File: src/design/bpm_cfg.svh
`ifndef BPM_CFG_SVH
`define BPM_CFG_SVH

// free-running clock period in ns
`define BPM_CLK_PERIOD_NS 10
// driver enable delay in save mode, microseconds
`define BPM_ENABLE_DELAY_US 10
`define BPM_ENABLE_DELAY_CYC ((`BPM_ENABLE_DELAY_US * 1000 + `BPM_CLK_PERIOD_NS - 1) / `BPM_CLK_PERIOD_NS)
// low-side inactivity timeout, microseconds (typical figure)
`define BPM_ACT_TIMEOUT_US 100
`define BPM_ACT_TIMEOUT_CYC ((`BPM_ACT_TIMEOUT_US * 1000) / `BPM_CLK_PERIOD_NS)
`define BPM_TIMER_W 16

`endif

File: src/design/bpm_pkg.sv
package bpm_pkg;
    typedef enum logic [1:0] {
        BPM_STARTUP = 2'b00,
        BPM_SAVE = 2'b01,
        BPM_OPER = 2'b10,
        BPM_SHUTDOWN = 2'b11
    } bpm_mode_t;
endpackage

File: src/design/bpm_sequencer.sv
// Behaviour
// - start-up: generator on, reference off with clamp, regulator/guard/drivers disabled
// - supply reaches turn-on level: generator off, go to save
// - save without low-side activity: cycle generator between turn-on and save-low levels
// - save: reference low-current only; regulator, guard and drivers disabled
// - save: supply below reference-off level returns to start-up
// - operate only on high-side command fall after enable delay, reference above 3.0V
// - operating: generator off, reference high current, regulator, guard and drivers enabled
// - no low-side activity beyond the timeout returns operating to save
// - operating: supply below turn-off or reference undervoltage enters shut-down
// - shut-down: generator on, reference low current, everything else disabled
// - shut-down: turn-on level to save, below reference-off to start-up
// - overcurrent guard runs in parallel, active only in operating mode
// - sense trip latches fault: gates low, flag high, cleared when inputs low
// - both gate commands high force both half-bridge outputs low
// - regulator switch: close above top, band closes and low opens on low-side fall
`timescale 1ns/10ps
`include "bpm_cfg.svh"
module bpm_sequencer #(
    parameter int ENABLE_DELAY_CYC = `BPM_ENABLE_DELAY_CYC,
    parameter int ACT_TIMEOUT_CYC = `BPM_ACT_TIMEOUT_CYC
) (
    input wire logic sys_clk,
    input wire logic reset_n,
    input wire logic supply_above_on,
    input wire logic supply_above_save_low,
    input wire logic supply_above_off,
    input wire logic supply_above_ref_off,
    input wire logic ref_above_enable,
    input wire logic ref_above_uv,
    input wire logic supply_above_reg_top,
    input wire logic supply_above_reg_on,
    input wire logic supply_above_reg_off,
    input wire logic sense_trip,
    input wire logic high_side_gate_cmd,
    input wire logic low_side_gate_cmd,
    output logic hv_startup_gen,
    output logic ref_enable,
    output logic ref_high_current,
    output logic ref_sink_clamp,
    output logic two_point_supply_reg,
    output logic regulator_switch,
    output logic overcurrent_guard,
    output logic drivers_enable,
    output logic high_side_gate_out,
    output logic low_side_gate_out,
    output logic fault_flag_out,
    output bpm_pkg::bpm_mode_t mode
);
    import bpm_pkg::*;

    ////////////////////////////////////////////////////////////////////////////////
    // two-stage synchronisers; stage one is read only by stage two
    localparam int NS = 13;
    logic [NS-1:0] raw_in;
    logic [NS-1:0] sy1_ff;
    logic [NS-1:0] sy2_ff;
    logic [NS-1:0] nxt_sy1;
    logic [NS-1:0] nxt_sy2;
    logic hs_prev_ff;
    logic ls_prev_ff;
    logic nxt_hs_prev;
    logic nxt_ls_prev;

    assign raw_in = {supply_above_on, supply_above_save_low, supply_above_off, supply_above_ref_off,
                     ref_above_enable, ref_above_uv, supply_above_reg_top, supply_above_reg_on,
                     supply_above_reg_off, sense_trip, high_side_gate_cmd, low_side_gate_cmd, 1'b0};

    always_comb begin
        nxt_sy1 = raw_in;
        nxt_sy2 = sy1_ff;
        nxt_hs_prev = sy2_ff[2];
        nxt_ls_prev = sy2_ff[1];
    end

    always_ff @(posedge sys_clk or negedge reset_n) begin
        if (!reset_n) begin
            sy1_ff <= '0;
            sy2_ff <= '0;
            hs_prev_ff <= 1'b0;
            ls_prev_ff <= 1'b0;
        end else begin
            sy1_ff <= nxt_sy1;
            sy2_ff <= nxt_sy2;
            hs_prev_ff <= nxt_hs_prev;
            ls_prev_ff <= nxt_ls_prev;
        end
    end

    logic s_on, s_save_low, s_off, s_ref_off, s_ref_en, s_ref_uv, s_top, s_reg_on, s_reg_off, s_trip, s_hs, s_ls;
    assign s_on = sy2_ff[12];
    assign s_save_low = sy2_ff[11];
    assign s_off = sy2_ff[10];
    assign s_ref_off = sy2_ff[9];
    assign s_ref_en = sy2_ff[8];
    assign s_ref_uv = sy2_ff[7];
    assign s_top = sy2_ff[6];
    assign s_reg_on = sy2_ff[5];
    assign s_reg_off = sy2_ff[4];
    assign s_trip = sy2_ff[3];
    assign s_hs = sy2_ff[2];
    assign s_ls = sy2_ff[1];

    logic hs_fall;
    logic ls_fall;
    logic ls_edge;
    assign hs_fall = hs_prev_ff & ~s_hs;
    assign ls_fall = ls_prev_ff & ~s_ls;
    assign ls_edge = ls_prev_ff ^ s_ls;

    ////////////////////////////////////////////////////////////////////////////////
    // mode machine with delay and inactivity timers
    bpm_mode_t mode_ff;
    bpm_mode_t nxt_mode;
    logic [`BPM_TIMER_W-1:0] dly_ff;
    logic [`BPM_TIMER_W-1:0] nxt_dly;
    logic [`BPM_TIMER_W-1:0] idle_ff;
    logic [`BPM_TIMER_W-1:0] nxt_idle;
    logic hv_ff;
    logic nxt_hv;
    logic dly_done;
    logic idle_expired;

    assign dly_done = dly_ff >= `BPM_TIMER_W'(ENABLE_DELAY_CYC);
    assign idle_expired = idle_ff >= `BPM_TIMER_W'(ACT_TIMEOUT_CYC);

    always_comb begin
        nxt_mode = mode_ff;
        nxt_hv = hv_ff;
        nxt_dly = '0;
        nxt_idle = '0;
        unique case (mode_ff)
            BPM_STARTUP: begin
                nxt_hv = 1'b1;
                if (s_on) begin
                    nxt_hv = 1'b0;
                    nxt_mode = BPM_SAVE;
                end
            end
            BPM_SAVE: begin
                // counter saturates so a long wait cannot wrap back below the delay
                nxt_dly = dly_done ? dly_ff : dly_ff + 1'b1;
                nxt_idle = ls_edge ? '0 : (idle_expired ? idle_ff : idle_ff + 1'b1);
                // hysteresis on the generator while the controller is quiet
                if (!ls_edge && idle_expired) begin
                    if (s_on) begin
                        nxt_hv = 1'b0;
                    end else if (!s_save_low) begin
                        nxt_hv = 1'b1;
                    end
                end else if (s_on) begin
                    nxt_hv = 1'b0;
                end
                if (!s_ref_off) begin
                    nxt_mode = BPM_STARTUP;
                    nxt_hv = 1'b1;
                end else if (hs_fall && dly_done && s_ref_en) begin
                    nxt_mode = BPM_OPER;
                    nxt_hv = 1'b0;
                    // the save-mode idle count may be saturated by now; carried over it would end operation at once
                    nxt_idle = '0;
                end
            end
            BPM_OPER: begin
                nxt_hv = 1'b0;
                nxt_idle = ls_edge ? '0 : idle_ff + 1'b1;
                if (!s_off || !s_ref_uv) begin
                    nxt_mode = BPM_SHUTDOWN;
                    nxt_hv = 1'b1;
                end else if (idle_expired) begin
                    nxt_mode = BPM_SAVE;
                end
            end
            BPM_SHUTDOWN: begin
                nxt_hv = 1'b1;
                if (!s_ref_off) begin
                    nxt_mode = BPM_STARTUP;
                end else if (s_on) begin
                    nxt_mode = BPM_SAVE;
                    nxt_hv = 1'b0;
                end
            end
        endcase
    end

    always_ff @(posedge sys_clk or negedge reset_n) begin
        if (!reset_n) begin
            mode_ff <= BPM_STARTUP;
            hv_ff <= 1'b1;
            dly_ff <= '0;
            idle_ff <= '0;
        end else begin
            mode_ff <= nxt_mode;
            hv_ff <= nxt_hv;
            dly_ff <= nxt_dly;
            idle_ff <= nxt_idle;
        end
    end

    ////////////////////////////////////////////////////////////////////////////////
    // overcurrent latch and regulator switch
    logic fault_ff;
    logic nxt_fault;
    logic psw_ff;
    logic nxt_psw;
    logic oper;
    assign oper = (mode_ff == BPM_OPER);

    always_comb begin
        nxt_fault = fault_ff;
        if (!oper) begin
            nxt_fault = 1'b0;
        end else if (s_trip) begin
            nxt_fault = 1'b1;
        end else if (!s_hs && !s_ls) begin
            nxt_fault = 1'b0;
        end
        nxt_psw = psw_ff;
        if (!oper) begin
            nxt_psw = 1'b0;
        end else if (s_top) begin
            nxt_psw = 1'b1;
        end else if (ls_fall) begin
            if (!s_reg_off) begin
                nxt_psw = 1'b0;
            end else if (s_reg_on) begin
                nxt_psw = 1'b1;
            end
        end
    end

    always_ff @(posedge sys_clk or negedge reset_n) begin
        if (!reset_n) begin
            fault_ff <= 1'b0;
            psw_ff <= 1'b0;
        end else begin
            fault_ff <= nxt_fault;
            psw_ff <= nxt_psw;
        end
    end

    ////////////////////////////////////////////////////////////////////////////////
    // outputs; gate outputs from flops on synchronised commands
    logic hsg_ff;
    logic lsg_ff;
    logic nxt_hsg;
    logic nxt_lsg;
    logic gate_ok;

    // fault and mode veto on their next values, the interlock on the current synchronised commands, so the gates never lag a mode exit by a cycle
    assign gate_ok = (nxt_mode == BPM_OPER) && !nxt_fault && !(s_hs && s_ls);

    always_comb begin
        nxt_hsg = gate_ok & s_hs;
        nxt_lsg = gate_ok & s_ls;
    end

    always_ff @(posedge sys_clk or negedge reset_n) begin
        if (!reset_n) begin
            hsg_ff <= 1'b0;
            lsg_ff <= 1'b0;
        end else begin
            hsg_ff <= nxt_hsg;
            lsg_ff <= nxt_lsg;
        end
    end

    assign hv_startup_gen = hv_ff;
    assign ref_enable = (mode_ff != BPM_STARTUP);
    assign ref_high_current = oper;
    assign ref_sink_clamp = (mode_ff == BPM_STARTUP);
    assign two_point_supply_reg = oper;
    assign regulator_switch = psw_ff;
    assign overcurrent_guard = oper;
    assign drivers_enable = oper;
    assign high_side_gate_out = hsg_ff;
    assign low_side_gate_out = lsg_ff;
    assign fault_flag_out = fault_ff;
    assign mode = mode_ff;

    ////////////////////////////////////////////////////////////////////////////////
    // checks
    a_startup_outputs: assert property (@(posedge sys_clk) disable iff (!reset_n)
        mode_ff == BPM_STARTUP |-> hv_startup_gen && ref_sink_clamp && !ref_enable && !drivers_enable)
        else $error("start-up outputs wrong");
    a_startup_leave: assert property (@(posedge sys_clk) disable iff (!reset_n)
        mode_ff == BPM_STARTUP && s_on |=> mode_ff == BPM_SAVE && !hv_startup_gen)
        else $error("start-up did not leave");
    a_save_gen_on: assert property (@(posedge sys_clk) disable iff (!reset_n)
        mode_ff == BPM_SAVE && s_ref_off && !s_save_low && !s_on && idle_expired && !ls_edge && !hs_fall
        |=> hv_startup_gen)
        else $error("save generator not on");
    a_save_outputs: assert property (@(posedge sys_clk) disable iff (!reset_n)
        mode_ff == BPM_SAVE |-> ref_enable && !ref_high_current && !two_point_supply_reg && !low_side_gate_out)
        else $error("save outputs wrong");
    a_save_to_start: assert property (@(posedge sys_clk) disable iff (!reset_n)
        mode_ff == BPM_SAVE && !s_ref_off |=> mode_ff == BPM_STARTUP)
        else $error("save did not drop");
    a_oper_entry: assert property (@(posedge sys_clk) disable iff (!reset_n)
        mode_ff == BPM_SAVE && $past(mode_ff) == BPM_SAVE ##1 mode_ff == BPM_OPER
        |-> $past(hs_fall) && $past(dly_done) && $past(s_ref_en))
        else $error("bad operating entry");
    a_oper_outputs: assert property (@(posedge sys_clk) disable iff (!reset_n)
        mode_ff == BPM_OPER |-> !hv_startup_gen && ref_high_current && overcurrent_guard && drivers_enable)
        else $error("operating outputs wrong");
    a_oper_timeout: assert property (@(posedge sys_clk) disable iff (!reset_n)
        mode_ff == BPM_OPER && idle_expired && s_off && s_ref_uv |=> mode_ff == BPM_SAVE)
        else $error("timeout ignored");
    a_oper_fault: assert property (@(posedge sys_clk) disable iff (!reset_n)
        mode_ff == BPM_OPER && !s_off |=> mode_ff == BPM_SHUTDOWN ##1 hv_startup_gen)
        else $error("shut-down missed");
    a_shut_outputs: assert property (@(posedge sys_clk) disable iff (!reset_n)
        mode_ff == BPM_SHUTDOWN |-> hv_startup_gen && ref_enable && !ref_high_current && !drivers_enable)
        else $error("shut-down outputs wrong");
    a_fault_gates: assert property (@(posedge sys_clk) disable iff (!reset_n)
        fault_ff |-> !high_side_gate_out && !low_side_gate_out)
        else $error("gate on during fault");
    a_interlock: assert property (@(posedge sys_clk) disable iff (!reset_n)
        s_hs && s_ls |=> !high_side_gate_out && !low_side_gate_out)
        else $error("cross conduction");
    a_guard_only_oper: assert property (@(posedge sys_clk) disable iff (!reset_n)
        mode_ff != BPM_OPER |=> !fault_flag_out || $past(mode_ff) == BPM_OPER)
        else $error("fault outside operating");
    a_shut_exit: assert property (@(posedge sys_clk) disable iff (!reset_n)
        mode_ff == BPM_SHUTDOWN && !s_ref_off |=> mode_ff == BPM_STARTUP)
        else $error("shut-down did not drop");
    a_psw_only_oper: assert property (@(posedge sys_clk) disable iff (!reset_n)
        mode_ff != BPM_OPER |=> !regulator_switch)
        else $error("switch closed outside operating");
endmodule

File: config.mk
export PLATFORM = sky130hd
export DESIGN_NAME = bpm_sequencer
export DESIGN_NICKNAME = d
export VERILOG_FILES = /design/src/design/bpm_pkg.sv /design/src/design/bpm_sequencer.sv
export VERILOG_INCLUDE_DIRS = /design/src /design/src/design
export SDC_FILE = /design/constraint.sdc
export NUM_CORES = 1
export LEC_CHECK = 0
export BUFFER_PORTS_ARGS = -buffer_cell sky130_fd_sc_hd__buf_2
export CORE_ASPECT_RATIO = 0.6
export CORE_UTILIZATION = 23
export CTS_BUF_LIST = sky130_fd_sc_hd__clkbuf_4 sky130_fd_sc_hd__clkbuf_8
export DETAILED_ROUTE_END_ITERATION = 8
export PLACE_DENSITY_LB_ADDON = 0.15
export SETUP_SLACK_MARGIN = 0.15
export SLEW_MARGIN = 10
export SYNTH_ARGS = -nofsm -noshare
export SYNTH_HDL_FRONTEND = slang
export SYNTH_SLANG_ARGS = --single-unit
File: constraint.sdc
create_clock -name sys_clk -period 3.27 [get_ports sys_clk]
set_input_delay 0.327 -clock sys_clk [delete_from_list [all_inputs] [get_ports sys_clk]]
set_output_delay 0.327 -clock sys_clk [all_outputs]
set_load 0.05 [all_outputs]
# == Word-level counts from Yosys, hierarchy flattened ==
# Cells that the tools add are included.
# Widths: inputs -> output; s select.
# totals
ff_bits,65
inputBits,14
# classes
addsub,2
order_cmp,2
n_eq_ne,9
muxes,33
bitwise_logic,7
n_reduce_logical,19
# ops
cell,count
$mux 16,7
$add 16x1->16 const B,2
$pmux 16 s2,1
$mux 1,17
$ge 16x10->1 const B,1
$ge 16x14->1 const B,1
$mux 2,6
$ne 5x5->1 const B,2
$pmux 2 s4,1
$logic_and 1x1->1,7
$logic_not 1->1,7
$eq 2x2->1 const B,3
$and 1x1->1,4
$ne 4x2->1 const B,1
$pmux 1 s4,1
$reduce_and 2->1,2
$ne 3x1->1 const B,1
$eq 2x1->1 const B,1
$logic_not 2->1,1
$ne 2x2->1 const B,1
$not 1->1,2
$reduce_bool 2->1,1
$logic_or 1x1->1,1
$xor 1x1->1,1

# == Longest topological paths before layout ==
# depth
word_depth,11
ltp_mapped,9
mapped_depth_nobuf,8

# == Worst setup path before layout ==
# OpenSTA, ideal clock, no wires.
# synth_path
path_type,flip-flop to flip-flop
start,"register mode_ff[0], in the netlist mode[0]"
end,"register hsg_ff, in the netlist high_side_gate_out"
arrival_time_ns,2.877
required_time_ns,3.175
setup_slack_ns,0.298
path_stages_with_launch,10
path_buffers,1
synth_period_minus_slack_ns,2.972
path_cell_list,dfrtp_1 inv_1 ha_1 clkbuf_1 a21bo_2 nor2_1 nor3_1 a22oi_2 or4b_1 nor4b_2
# synth_via
elab_cells_between_ends,17
cone_classes,eq/ne: 4; mux: 8; bitwise: 1; reduce/logical: 4
# synth_rtl
element,line_no,rtl
from (decl),bpm_sequencer.sv:113,bpm_mode_t mode_ff;
from (signal assigned),bpm_sequencer.sv:193,mode_ff <= nxt_mode;
$eq 2x2->1,bpm_sequencer.sv:207,assign oper = (mode_ff == BPM_OPER);
named net drivers_enable,bpm_sequencer.sv:44,"output logic drivers_enable,"
$pmux 2 s4,bpm_sequencer.sv:132,unique case (mode_ff)
named net nxt_mode[1],bpm_sequencer.sv:114,bpm_mode_t nxt_mode;
$eq 2x2->1,bpm_sequencer.sv:251,assign gate_ok = (nxt_mode == BPM_OPER) && !nxt_fault && !(s_hs && s_ls);
$logic_and 1x1->1 (2 in series),bpm_sequencer.sv:251,
$and 1x1->1,bpm_sequencer.sv:254,nxt_hsg = gate_ok & s_hs;
named net nxt_hsg,bpm_sequencer.sv:246,logic nxt_hsg;
to (signal assigned),bpm_sequencer.sv:263,hsg_ff <= nxt_hsg;
to (decl),bpm_sequencer.sv:244,logic hsg_ff;
# The timed path passes the listed nets, and every way through them passes these cells.
# A chain may end at the register's enable or synchronous reset.

# == Final worst setup path ==
# layout_path
start,register idle_ff[7]
end,"register hsg_ff, in the netlist high_side_gate_out"
# layout_via
elab_chain_cells,8
# layout_lines
element,line_no,rtl
from (decl),bpm_sequencer.sv:117,logic [`BPM_TIMER_W-1:0] idle_ff;
from (signal assigned),bpm_sequencer.sv:196,idle_ff <= nxt_idle;
$ge 16x14->1,bpm_sequencer.sv:125,assign idle_expired = idle_ff >= `BPM_TIMER_W'(ACT_TIMEOUT_CYC);
$mux 2,bpm_sequencer.sv:170,end else if (idle_expired) begin
$mux 2,bpm_sequencer.sv:167,if (!s_off || !s_ref_uv) begin
$pmux 2 s4,bpm_sequencer.sv:132,
named net nxt_mode[1],bpm_sequencer.sv:114,
$eq 2x2->1,bpm_sequencer.sv:251,
$logic_and 1x1->1 (2 in series),bpm_sequencer.sv:251,
$and 1x1->1,bpm_sequencer.sv:254,
named net nxt_hsg,bpm_sequencer.sv:246,
# The timed path passes the listed nets, and every way through them passes these cells.

==> results by group <==
Run status
  • Outcome: completed

Clock network
  • CTS H-tree lvls: 3
  • Clock root buffer: clkbuf_8
  • Worst-Skew Late Latency: 350 ps
  • Post-CTS Setup Repair Bufs: 0
  • PostCTS Resize Cnt: 0
  • CTS tree: built
  • Cts bufs inserted: 9
  • Hold buffer count at CTS: 0
  • CTS sink count: 65
  • Clock Pin Slew Worst Setup and Hold Paths: 70 ps
  • Max Buffers Root-to-Sink: 2

Drt
  • Met2 routed wirelength: 2420 um
  • Initial DRT Pass Iterations: 4
  • Number of routed nets with antenna violations: 0
  • WL met3: 212 um
  • WL final: 6238 um
  • Highest routed layer: met4
  • Via/cell ratio: 4.341
  • Met1 WL: 3517 um
  • Wire per inst: 13.47 um
  • Starting DRC count in detailed routing: 130
  • Vias: 2010
  • Drc violations: 0

STA
  • Min Tclk post-route: 2565 ps
  • Max-slew violations: 0
  • Slew of the pin with the lowest slew margin: 665.6 ps
  • RSZ-0062 raised after global routing: no
  • Sum Neg Setup Slack: 0 ps
  • Final Cycle Share: 0.7843
  • Final setup vio count: 0
  • Slew HR: 0.5563
  • Final count of hold timing violations: 0
  • Max Freq: 0.3899 GHz
  • Final Skew: 8.468 ps

Setup path
  • Crit path DAT: 2820 ps
  • CP endpoint kind: register
  • Slowest CP cell: or4_4
  • Worst path top cell family by delay: simple AND/OR/NAND/NOR gates
  • CP Cell Sequence: or4_4 -> a2111oi_4 -> o31ai_1 -> a22oi_2 -> or4b_1 -> nor4b_2
  • WP data required: 3520 ps
  • CP Max Fanout: 5
  • Setup crit start kind: register
  • Crit Path Category: register to register
  • Worst path max stage delay: 560 ps
  • Bufs and invs on worst path: 0

Floorplanning
  • Core Region: 12140 um^2
  • Full die area: 12990 um^2
  • DIE HEIGHT: 88.68 um
  • Die span in x: 146.5 um
  • Initial Util: 0.2372
  • Top-Level Pins: 27
  • Row count: 31

Synth
  • Synthesized instance count: 264
  • Syn_nets: 287
  • Sequential area share after synthesis: 0.5652
  • Average size of a mapped cell: 10.91 um^2
  • Synthesis-stage register bit count: 65
  • Post-synth EDFFs: 0
  • Async SR Flop Fraction: 1.000
  • Area of the mapped netlist: 2880 um^2
  • Main synth FF type: dfrtp_1
  • Count of cell types in the netlist: 51
  • Yosys warns: 0

Layout
  • Diodes inserted: 0
  • Layout cells sized above 1: 0.1812
  • Non-Filler Instances: 463
  • Final nets: 317
  • Layout area overhead: 16.85%

Global routing
  • Global-route wire length before repair: 10310 um
  • Initial antenna violation count: 0
  • Total track usage: 0.1071
  • Overflow after GRT: 0
  • Largest net degree at the start of global routing: 29
  • Vias in the first global route: 1915

Job
  • Max-cap violations: 0

Power
  • Leakage: 1.491 nW
  • Peak VDD IR: 195.9 uV
  • PD cells: 576.7 nW/um^2

Place
  • Number of port buffers: 26
  • DP Wirelength: 4348 um
  • Placed Cells: 448
  • Routability cong.: 0.7453

Worst hold path
  • Worst min-delay path class: primary input to async pin
## stage by stage
step | power (W) | hold slack [ps] | area [um^2] | util | setup WS, ps
after floorplan | 0.001225 | 31.41 | 2880 | - | 298.2
after global routing | 0.002069 | 37.69 | 3366 | 0.2772 | 552.9
after global placement | 0.001362 | 332.3 | 3197 | 0.2633 | 748.2
after detailed placement | 0.001363 | 335.5 | 3197 | 0.2633 | 738.1
after CTS | 0.001977 | 15.60 | 3366 | 0.2772 | 684.5
final | 0.001941 | 3.537 | 3366 | 0.2772 | 705.2
## cells by family after synthesis
group / count (synthesis) / share of synthesized area
buffers and inverters: 27 / 0.03953
multiplexers: 1 / 0.003475
adder cells (fa/ha/maj): 9 / 0.03910
XOR/XNOR: 8 / 0.02433
flip-flops: 65 / 0.5652
AND/OR/NAND/NOR: 95 / 0.1764
AO/OA/AOI/OAI: 59 / 0.1520
## metal layers
metal | vias to the layer above | global-route usage
met3 | 9 | 0.03763
li1 | 1000 | -
met5 | - | 0
met4 | 0 | 0.04830
met2 | 31 | 0.1390
met1 | 970 | 0.1558
## cells in the mapped netlist (all sizes together) (2+ instances only)
cell,instances,area (um^2)
nor2,19,71.32
a21oi,14,70.07
nor2b,3,18.77
clkbuf,8,30.03
nand3,14,70.07
o21a,2,15.01
or4,2,18.77
nand4,2,12.51
nand2,15,56.30
and2,15,93.84
inv,15,56.30
o21ai,8,40.04
o22ai,3,18.77
a211oi,3,22.52
o31ai,2,15.01
buf,4,27.52
a311oi,7,61.31
and3,7,43.79
ha,9,112.6
dfrtp,64,1602
a41oi,2,17.52
or3,4,25.02
a22oi,3,27.52
xnor2,5,43.79
nor4,4,25.02
xor2,3,26.28
o211ai,2,15.01
nor3,5,25.02
## worst paths after layout
| kind | from | endpoint | slack (ps) | depth (start not counted) |
|---|---|---|---|---|
| setup / recovery | idle_ff[7]$_DFF_PN0_ | high_side_gate_out$_DFF_PN0_ | 710 | 6 |
| hold / removal | reset_n | idle_ff[9]$_DFF_PN0_ | 4 | 1 |
| setup reg to reg | idle_ff[7]$_DFF_PN0_ | high_side_gate_out$_DFF_PN0_ | 710 | 6 |
| hold reg to reg | nxt_sy2[11]$_DFF_PN0_ | sy2_ff[11]$_DFF_PN0_ | 350 | 0 |
| max in group asynchronous | reset_n | dly_ff[14]$_DFFE_PN0P_ | 2520 | 2 |
| min in group sys_clk | sense_trip | nxt_sy2[3]$_DFF_PN0_ | 80 | 1 |
## flip-flops by register name (all words and copies together), names as in the netlist
name	count
sy2_ff	12
ls_prev_ff	1
hs_prev_ff	1
hv_startup_gen	1
nxt_sy2	12
idle_ff	16
fault_flag_out	1
dly_ff	16
regulator_switch	1
high_side_gate_out	1
low_side_gate_out	1
mode	2
## layout by cell type, fill, tap and decap left out, types with 2 or more instances in the layout
cell	count
dfrtp_1	64
buf_2	26
nor2_1	19
inv_1	15
and2_1	15
nand2_1	15
nand3_1	14
a21oi_1	14
ha_1	9
clkbuf_8	9
o21ai_0	8
and3_1	7
a311oi_1	7
nor3_1	5
xnor2_1	5
buf_4	5
nor4_1	4
or3_1	4
a211oi_1	3
o22ai_1	3
xor2_1	3
nor2b_1	3
clkinvlp_4	3
o211ai_1	2
nand4_1	2
a41oi_1	2
o31ai_1	2
a22oi_1	2
o21a_1	2
## cell type report
cell class / count / area (um^2)
tap: 165 / 206.4
clock buffer: 9 / 123.9
timing repair buffer: 31 / 167.7
inverter: 15 / 56.30
fill: 1282 / 8775
multi-input combinational: 172 / 1139
clock inverter: 6 / 45.04
sequential: 65 / 1628
## power by group
part | switching (W) | leakage (nW) | internal (W) | total [W]
clock network | 0.000325 | 0.0777 | 0.000272 | 0.000598
logic | 0.000304 | 0.573 | 0.000137 | 0.000441
registers | 0.0000483 | 0.840 | 0.000854 | 0.000902
total | 0.000678 | 1.49 | 0.00126 | 0.00194
Power figures use the tool's default switching activity.
